==> config.mk <==
export PLATFORM = sky130hd
export DESIGN_NAME = pif_flags_flat
export DESIGN_NICKNAME = d
export VERILOG_FILES = /design/src/logic/pif_pkg.sv /design/src/logic/pif_link_if.sv /design/src/logic/pif_flags.sv /design/src/flat_wrapper.sv
export SDC_FILE = /design/constraint.sdc
export NUM_CORES = 1
export LEC_CHECK = 0
export ABC_CLOCK_PERIOD_IN_PS = 1280
export BUFFER_PORTS_ARGS = -buffer_cell sky130_fd_sc_hd__buf_2
export CORE_ASPECT_RATIO = 0.5
export CORE_MARGIN = 2
export CORE_UTILIZATION = 41
export CTS_CLUSTER_SIZE = 10
export DETAILED_ROUTE_END_ITERATION = 16
export GPL_ROUTABILITY_DRIVEN = 1
export GPL_TIMING_DRIVEN = 0
export PLACE_DENSITY_LB_ADDON = 0.1
export SLEW_MARGIN = 20
export SYNTH_ARGS = -nofsm -noshare
export SYNTH_HDL_FRONTEND = slang
export SYNTH_SLANG_ARGS = --single-unit
export TNS_END_PERCENT = 50
==> constraint.sdc <==
create_clock -name mclk -period 1.28 [get_ports mclk]
set_input_delay 0.128 -clock mclk [delete_from_list [all_inputs] [get_ports mclk]]
set_output_delay 0.128 -clock mclk [all_outputs]
set_load 0.02 [all_outputs]
==> src/logic/pif_pkg.sv <==
`default_nettype none
// shared constants for the peripheral flag registers and their link
package pif_pkg;

    // register port widths
    localparam int ADDR_W = 8;
    localparam int DATA_W = 8;

    // register offsets
    localparam logic [7:0] OFS_REQ_2 = 8'h8E;
    localparam logic [7:0] OFS_REQ_3 = 8'h8F;
    localparam logic [7:0] OFS_REQ_4 = 8'h90;

    // value after reset of every flag register
    localparam logic [7:0] REQ_RESET = 8'h00;

    // second register field positions
    localparam int POS_CAPCMP_B   = 6;
    localparam int POS_CAPCMP_A   = 5;
    localparam int POS_TIMER_FOUR = 4 - 1;
    localparam int POS_TIMER_TWO  = 2;
    localparam int POS_TIMER_GATE = 1;
    localparam int POS_TIMER_THREE = 0;

    // third register field positions
    localparam int POS_PWM_B_PARAM  = 3;
    localparam int POS_PWM_B_PERIOD = 2;
    localparam int POS_PWM_A_PARAM  = 1;
    localparam int POS_PWM_A_PERIOD = 0;

    // fourth register field positions
    localparam int POS_SERIAL_RX   = 7;
    localparam int POS_SERIAL_TX   = 6;
    localparam int POS_LOGIC_CELL  = 2;
    localparam int POS_WAVE_GEN    = 1;
    localparam int POS_NUM_OSC     = 0;

    // implemented and software-writable bits per register
    localparam logic [7:0] MASK_REQ_2    = 8'h6F;
    localparam logic [7:0] MASK_REQ_3    = 8'h0F;
    localparam logic [7:0] MASK_REQ_4_WR = 8'h3F;

    // number of configurable logic cells and units per pair
    localparam int LOGIC_CELLS = 4;
    localparam int UNIT_PAIR   = 2;

endpackage : pif_pkg
`default_nettype wire

==> src/logic/pif_link_if.sv <==
`timescale 1ns/1ps
`default_nettype none
// link between the event/software side and the flag registers
interface pif_link_if;

    // software register access
    logic [pif_pkg::ADDR_W-1:0]      bus_addr;
    logic [pif_pkg::DATA_W-1:0]      bus_wdata;
    logic                            bus_wr;
    logic                            bus_rd;
    logic [pif_pkg::DATA_W-1:0]      bus_rdata;

    // peripheral events, one-cycle pulses except the gate active level; index 1 is unit b
    logic [pif_pkg::UNIT_PAIR-1:0]   capcmp_evt;
    logic                            timer_four_evt;
    logic                            timer_two_evt;
    logic                            timer_three_evt;
    logic                            timer_three_gate_act;
    logic [pif_pkg::UNIT_PAIR-1:0]   pwm_param_evt;
    logic [pif_pkg::UNIT_PAIR-1:0]   pwm_period_evt;
    logic [pif_pkg::LOGIC_CELLS-1:0] logic_cell_evt;
    logic                            waveform_gen_evt;
    logic                            num_osc_evt;

    // serial buffer state levels
    logic                            rx_not_empty;
    logic                            tx_empty;

    modport flags (
        input  bus_addr, bus_wdata, bus_wr, bus_rd,
        output bus_rdata,
        input  capcmp_evt, timer_four_evt, timer_two_evt, timer_three_evt,
        input  timer_three_gate_act, pwm_param_evt, pwm_period_evt,
        input  logic_cell_evt, waveform_gen_evt, num_osc_evt,
        input  rx_not_empty, tx_empty
    );

    modport source (
        output bus_addr, bus_wdata, bus_wr, bus_rd,
        input  bus_rdata,
        output capcmp_evt, timer_four_evt, timer_two_evt, timer_three_evt,
        output timer_three_gate_act, pwm_param_evt, pwm_period_evt,
        output logic_cell_evt, waveform_gen_evt, num_osc_evt,
        output rx_not_empty, tx_empty
    );

endinterface : pif_link_if
`default_nettype wire

==> src/logic/pif_flags.sv <==
`timescale 1ns/1ps
`default_nettype none
// Behaviour
// - capture/compare flags set on unit event, sticky
// - second register bit layout 6,5,3,2,1,0
// - timer flags set on event until written
// - gate flag sets when gate goes inactive
// - parameter flags at bits 3 and 1
// - period flags at bits 2 and 0
// - fourth register at 0x90, reset zero
// - receive flag follows receive buffer non-empty
// - receive flag read-only, writes ignored
// - transmit flag high while buffer empty, read-only
// - software polls shift-empty status for completion
// - logic cell flags sticky until written
// - waveform generator flag at bit 1
// - oscillator flag at bit 0
// - flags set regardless of any enable
// - software clears flags before enabling
// - second register at 0x8E, reset zero
module pif_flags (
    input  wire logic        mclk,
    input  wire logic        nrst,
    pif_link_if.flags        link,
    output logic      [7:0]  req_2_flags,
    output logic      [7:0]  req_3_flags,
    output logic      [7:0]  req_4_flags
);

    // field views of the flag registers, bit 7 first
    typedef struct packed {
        logic rsvd_7;
        logic capcmp_unit_b_flag;
        logic capcmp_unit_a_flag;
        logic rsvd_4;
        logic timer_four_flag;
        logic timer_two_flag;
        logic timer_three_gate_flag;
        logic timer_three_flag;
    } pif_req_2_s;

    typedef struct packed {
        logic [3:0] rsvd;
        logic       pwm_b_param_flag;
        logic       pwm_b_period_flag;
        logic       pwm_a_param_flag;
        logic       pwm_a_period_flag;
    } pif_req_3_s;

    typedef struct packed {
        logic       serial_rx_flag;
        logic       serial_tx_flag;
        logic       logic_cell_d_flag;
        logic       logic_cell_c_flag;
        logic       logic_cell_b_flag;
        logic       logic_cell_a_flag;
        logic       waveform_gen_flag;
        logic       num_osc_flag;
    } pif_req_4_s;

    typedef struct packed {
        pif_req_2_s req_2;
        pif_req_3_s req_3;
        pif_req_4_s req_4;
        logic       gate_prev;
        logic [7:0] rdata;
    } pif_flags_s;

    pif_flags_s st;
    pif_flags_s next_st;

    // register hits and per-register set pulses
    logic       hit_2;
    logic       hit_3;
    logic       hit_4;
    logic [7:0] set_2;
    logic [7:0] set_3;
    logic [7:0] set_4;
    logic       gate_fell;

    // address decode of the write and read strobes
    always_comb begin
        hit_2 = 1'b0;
        hit_3 = 1'b0;
        hit_4 = 1'b0;
        if (link.bus_addr == pif_pkg::OFS_REQ_2) begin
            hit_2 = 1'b1;
        end else if (link.bus_addr == pif_pkg::OFS_REQ_3) begin
            hit_3 = 1'b1;
        end else if (link.bus_addr == pif_pkg::OFS_REQ_4) begin
            hit_4 = 1'b1;
        end
    end

    // gate active-to-inactive edge, same clock so no synchroniser
    // gate_prev resets low, so a gate held active through reset
    // cannot fake an edge; a gate idle inactive raises nothing
    assign gate_fell = st.gate_prev && !link.timer_three_gate_act;

    // second register set sources
    always_comb begin
        set_2 = 8'h00;
        set_2[pif_pkg::POS_CAPCMP_B]    = link.capcmp_evt[1];
        set_2[pif_pkg::POS_CAPCMP_A]    = link.capcmp_evt[0];
        set_2[pif_pkg::POS_TIMER_FOUR]  = link.timer_four_evt;
        set_2[pif_pkg::POS_TIMER_TWO]   = link.timer_two_evt;
        set_2[pif_pkg::POS_TIMER_GATE]  = gate_fell;
        set_2[pif_pkg::POS_TIMER_THREE] = link.timer_three_evt;
    end

    // third register set sources
    always_comb begin
        set_3 = 8'h00;
        set_3[pif_pkg::POS_PWM_B_PARAM]  = link.pwm_param_evt[1];
        set_3[pif_pkg::POS_PWM_A_PARAM]  = link.pwm_param_evt[0];
        set_3[pif_pkg::POS_PWM_B_PERIOD] = link.pwm_period_evt[1];
        set_3[pif_pkg::POS_PWM_A_PERIOD] = link.pwm_period_evt[0];
    end

    // fourth register set sources for the sticky bits
    always_comb begin
        set_4 = 8'h00;
        set_4[pif_pkg::POS_LOGIC_CELL +: pif_pkg::LOGIC_CELLS] =
            link.logic_cell_evt;
        set_4[pif_pkg::POS_WAVE_GEN] = link.waveform_gen_evt;
        set_4[pif_pkg::POS_NUM_OSC]  = link.num_osc_evt;
    end

    // software write enables, one per decoded register
    logic       wr_2;
    logic       wr_3;
    logic       wr_4;

    // a write counts only on a decoded address; others are dropped
    assign wr_2 = link.bus_wr && hit_2;
    assign wr_3 = link.bus_wr && hit_3;
    assign wr_4 = link.bus_wr && hit_4;

    // register contents after the software write alone
    // reserved bits are masked off so they never read back as one
    // the serial bits are dropped here and rebuilt from the levels
    logic [7:0] kept_2;
    logic [7:0] kept_3;
    logic [7:0] kept_4;

    always_comb begin
        kept_2 = st.req_2;
        kept_3 = st.req_3;
        kept_4 = st.req_4 & pif_pkg::MASK_REQ_4_WR;
        if (wr_2) begin
            kept_2 = link.bus_wdata & pif_pkg::MASK_REQ_2;
        end
        if (wr_3) begin
            kept_3 = link.bus_wdata & pif_pkg::MASK_REQ_3;
        end
        if (wr_4) begin
            kept_4 = link.bus_wdata & pif_pkg::MASK_REQ_4_WR;
        end
    end

    // serial flags mirror the buffer levels one cycle late
    // software clears them only through the serial peripheral
    logic [7:0] level_4;

    always_comb begin
        level_4 = 8'h00;
        level_4[pif_pkg::POS_SERIAL_RX] = link.rx_not_empty;
        level_4[pif_pkg::POS_SERIAL_TX] = link.tx_empty;
    end

    // read data source; unmapped addresses read as zero
    // the value is taken before this cycle's update, so a set
    // landing beside the read shows up on the next read
    logic [7:0] rd_sel;

    always_comb begin
        rd_sel = 8'h00;
        if (hit_2) begin
            rd_sel = st.req_2;
        end else if (hit_3) begin
            rd_sel = st.req_3;
        end else if (hit_4) begin
            rd_sel = st.req_4;
        end
    end

    // next state: write first, then hardware sets on top
    // no enable is consulted, so events land even while masked
    always_comb begin
        next_st           = st;
        next_st.gate_prev = link.timer_three_gate_act;
        next_st.req_2     = kept_2 | set_2;
        next_st.req_3     = kept_3 | set_3;
        next_st.req_4     = kept_4 | set_4 | level_4;
        // read data stand one cycle only, zero otherwise
        next_st.rdata     = link.bus_rd ? rd_sel : 8'h00;
    end

    // state register
    always_ff @(posedge mclk) begin
        if (!nrst) begin
            st       <= '0;
            st.req_2 <= pif_pkg::REQ_RESET;
            st.req_3 <= pif_pkg::REQ_RESET;
            st.req_4 <= pif_pkg::REQ_RESET;
        end else begin
            st <= next_st;
        end
    end

    // outputs straight from the state flops
    assign link.bus_rdata  = st.rdata;
    assign req_2_flags     = st.req_2;
    assign req_3_flags     = st.req_3;
    assign req_4_flags     = st.req_4;

endmodule : pif_flags
`default_nettype wire

==> src/flat_wrapper.sv <==
// flat-port wrapper written by rule: the top's interface ports become plain ports
module pif_flags_flat 
  (mclk, nrst, req_2_flags, req_3_flags, req_4_flags, link_bus_addr, link_bus_wdata, link_bus_wr, link_bus_rd, link_bus_rdata, link_capcmp_evt, link_timer_four_evt, link_timer_two_evt, link_timer_three_evt, link_timer_three_gate_act, link_pwm_param_evt, link_pwm_period_evt, link_logic_cell_evt, link_waveform_gen_evt, link_num_osc_evt, link_rx_not_empty, link_tx_empty);
  pif_link_if link_i ();
  input  wire logic mclk;
  input  wire logic nrst;
  output logic      [7:0] req_2_flags;
  output logic      [7:0] req_3_flags;
  output logic      [7:0] req_4_flags;
  input wire logic [$bits(link_i.bus_addr)-1:0] link_bus_addr;
  input wire logic [$bits(link_i.bus_wdata)-1:0] link_bus_wdata;
  input wire logic [$bits(link_i.bus_wr)-1:0] link_bus_wr;
  input wire logic [$bits(link_i.bus_rd)-1:0] link_bus_rd;
  output wire logic [$bits(link_i.bus_rdata)-1:0] link_bus_rdata;
  input wire logic [$bits(link_i.capcmp_evt)-1:0] link_capcmp_evt;
  input wire logic [$bits(link_i.timer_four_evt)-1:0] link_timer_four_evt;
  input wire logic [$bits(link_i.timer_two_evt)-1:0] link_timer_two_evt;
  input wire logic [$bits(link_i.timer_three_evt)-1:0] link_timer_three_evt;
  input wire logic [$bits(link_i.timer_three_gate_act)-1:0] link_timer_three_gate_act;
  input wire logic [$bits(link_i.pwm_param_evt)-1:0] link_pwm_param_evt;
  input wire logic [$bits(link_i.pwm_period_evt)-1:0] link_pwm_period_evt;
  input wire logic [$bits(link_i.logic_cell_evt)-1:0] link_logic_cell_evt;
  input wire logic [$bits(link_i.waveform_gen_evt)-1:0] link_waveform_gen_evt;
  input wire logic [$bits(link_i.num_osc_evt)-1:0] link_num_osc_evt;
  input wire logic [$bits(link_i.rx_not_empty)-1:0] link_rx_not_empty;
  input wire logic [$bits(link_i.tx_empty)-1:0] link_tx_empty;
  assign link_i.bus_addr = link_bus_addr;
  assign link_i.bus_wdata = link_bus_wdata;
  assign link_i.bus_wr = link_bus_wr;
  assign link_i.bus_rd = link_bus_rd;
  assign link_bus_rdata = link_i.bus_rdata;
  assign link_i.capcmp_evt = link_capcmp_evt;
  assign link_i.timer_four_evt = link_timer_four_evt;
  assign link_i.timer_two_evt = link_timer_two_evt;
  assign link_i.timer_three_evt = link_timer_three_evt;
  assign link_i.timer_three_gate_act = link_timer_three_gate_act;
  assign link_i.pwm_param_evt = link_pwm_param_evt;
  assign link_i.pwm_period_evt = link_pwm_period_evt;
  assign link_i.logic_cell_evt = link_logic_cell_evt;
  assign link_i.waveform_gen_evt = link_waveform_gen_evt;
  assign link_i.num_osc_evt = link_num_osc_evt;
  assign link_i.rx_not_empty = link_rx_not_empty;
  assign link_i.tx_empty = link_tx_empty;
  pif_flags u_core (.mclk(mclk), .nrst(nrst), .link(link_i), .req_2_flags(req_2_flags), .req_3_flags(req_3_flags), .req_4_flags(req_4_flags));
endmodule
==> impl_metrics.py <==
metrics = {
    "status": {
        "status": "finished, final reports clean",
    },
    "synth": {
        "synth_top_cell_area_share_pct": 38.54,
        "yosysMostFrequentCell": "buf_4",
        "synth-edff-count": 0,
        "syn_inst": 144,
        "yosys_warnings": 0,
        "yosys.area.top_type": "dfxtp_1",
        "synth.area.top_cells": "dfxtp_1, buf_4, o311a_1, a21boi_1, mux2_1",
        "async_flop_share_pct": 0,
        "synth_top_flop_cell": "dfxtp_1",
        "yosys-top-cells-count": "buf_4, dfxtp_1, nand2_1, nor2_1",
        "synth_cell_types": 30,
        "syn-cell-area_sq_um": 1403,
        "synth_seq_area_share_pct": 38.54,
        "syn_avg_cell_area_sq_um": 9.740,
        "ys_ff_latch": 27,
    },
    "worst_setup_path": {
        "arrival_ns": 1.38,
        "critPathBufInv": 2,
        "cpPeakStageDelay_ns": 0.35,
        "crit_family": "simple AND/OR/NAND/NOR gates",
        "crit_chain": "buf_2 > nor4b_2 > nand3_1 > buf_2 > o311a_1",
        "critPathRequiredTime_ns": 1.45,
        "crit_path_start_kind": "primary input",
        "critPathSlowestCell": "nor4b_2",
        "crit_path_end_kind": "register",
        "worstSetupPathType": "primary input to register",
        "critPathMaxFanout": 10,
        "cpMostUsedCell": "buf_2",
    },
    "timing": {
        "slew_viol_final": 0,
        "rsz0062_at_grt": "no",
        "slew_headroom_pct": 65.75,
        "fin_hold_ws_ns": 0.05197,
        "max_slew.worst_pin.slew_ns": 0.5137,
        "min_period_ns": 1.208,
        "finalCritPeriodShare_pct": 94.38,
        "setup_viol": 0,
        "setup_slack_ns": 0.07193,
        "hold_viol_final": 0,
        "fmax_ghz": 0.8278,
        "fin_worst_skew_ns": 0.003513,
    },
    "floorplanning": {
        "dieArea_sq_um": 3933,
        "start_util_pct": 44.73,
        "rows": 14,
        "core_area_sq_um": 3136,
        "die_x_um": 86.72,
        "boundaryPins": 70,
        "die_height_um": 45.36,
    },
    "cts": {
        "tritoncts": "built",
        "clk_pin_slew_ns": 0.09,
        "numCtsBuffers": 3,
        "cts_setup_buffers": 0,
        "htreeDepth": 1,
        "cts.sinks": 27,
        "cts_buffer_depth": 2,
        "insertion_delay_ns": 0.28,
        "cts.root.buffer_cell": "clkbuf_8",
    },
    "drt": {
        "totalWireLength_um": 3126,
        "wl_per_cell_um": 12.36,
        "drc": 0,
        "drtIter0Drc": 35,
        "ant_nets": 0,
        "vias": 1194,
        "drt-vias-per-instance": 4.719,
        "first_pass_iters": 4,
    },
    "power_and_ir_drop": {
        "p_seq_share_pct": 51.8,
        "p_leak_uw": 0.0009375,
        "p_clk_share_pct": 28.2,
        "combPwrFrac_pct": 20.0,
        "swShare_pct": 27.01,
        "p_int_uw": 1282,
        "p_sw_uw": 474.6,
        "power.density_nw_per_um2": 962.5,
        "vdd_drop_max_mv": 0.4314,
    },
    "grt": {
        "grt-ovfl-total": 0,
        "grt_max_degree": 15,
        "grt_util_all_layers_pct": 16.81,
        "antenna_found_initial": 0,
        "grt_pass1_wl_um": 4850,
        "first_global_vias": 1044,
    },
    "placement": {
        "gp_congestion": 0.7695,
        "post-dp-hpwl_um": 2453,
        "port_buffers": 60,
        "place_ws_ns": -0.2344,
    },
    "layout": {
        "antenna_cells": 0,
        "final_nets": 252,
        "fillers": 296,
        "multi_input_area_sq_um": 624.3,
        "areaGrowthSynthToFinish_pct": 30.15,
        "register_area_sq_um": 540.5,
        "layout-drive-gt1-share_pct": 50.23,
    },
    "worst_hold_path": {
        "hp-class": "primary input to register",
    },
    "job": {
        "cap_violations": 0,
    },
}
[metrics by stage]
step	util (%)	instance area (sq um)	cells	power (uW)	TNS [ns]
floorplan	-	1421	149	1151	0
global placement	56.50	1772	249	1274	-3.044
detailed placement	56.50	1772	249	1280	-3.219
CTS	57.94	1817	253	1761	0
global route	58.22	1826	253	1841	0
finish	58.22	1826	253	1757	0
[cell usage in the layout, fill, tap and decap left out, types with 5 or more instances in the layout]
cell / Yosys / final
and2_1: 6 / 6
nand2_1: 12 / 12
nor2_1: 8 / 8
conb_1: 1 / 6
a31oi_1: 5 / 5
o311a_1: 6 / 6
buf_2: 2 / 62
dfxtp_1: 27 / 27
a21boi_1: 6 / 6
buf_4: 33 / 33
[flip-flops by register name (all words and copies together) (netlist names)]
| register | flops |
|---|---|
| u_core.link.bus_rdata | 8 |
| u_core.req_4_flags | 8 |
| u_core.req_2_flags | 6 |
| u_core.req_3_flags | 4 |
| u_core.st | 1 |
[repair_timing]
action                     in CTS  in global routing
hold buffers                    0                  0
setup endpoints to repair       0                  4
resized for setup               0                  1
[cells by family after synthesis]
kind of cell	count (synthesis)	synth area share [%]
and+or+nand+nor	43	20.16
other	1	0.2674
muxes	8	6.066
DFF	27	38.54
AOI/OAI and AO/OA	28	16.06
buffers and inverters	37	18.91
[layer usage]
metal	up-vias	GRT usage [%]	part of all wire (%)
li1	613	-	-
met5	-	0	0
met3	6	5.119	7.6
met1	534	21.71	48
met4	0	5.625	1.1
met2	41	27.38	44
[layout make-up]
type,instances,area share [%]
sequential,27,29.61
timing repair buffer,60,16.45
buffer,37,14.53
multi-input combinational,85,34.20
tap,40,2.742
clock buffer,4,2.467
[worst paths after layout]
kind                                             from                        to  slack, ns  cells after the start
worst max register to register  u_core.req_3_flags[0]     u_core.req_3_flags[0]       0.39                      2
worst max-delay path                 link_bus_addr[1]     u_core.req_4_flags[5]       0.07                      5
worst min-delay path                link_rx_not_empty     u_core.req_4_flags[7]       0.05                      2
worst min register to register  u_core.req_4_flags[7]  u_core.link.bus_rdata[7]       0.46                      1
[power by group through the flow]
stage,clock network [uW],logic (uW),registers (uW)
2_1_floorplan,0,230,921
3_3_place_gp,0,346,929
3_5_place_dp,0,350,930
4_1_cts,500,351,910
5_1_grt,543,381,917
6_report,495,352,910
Power figures use the tool's default switching activity.
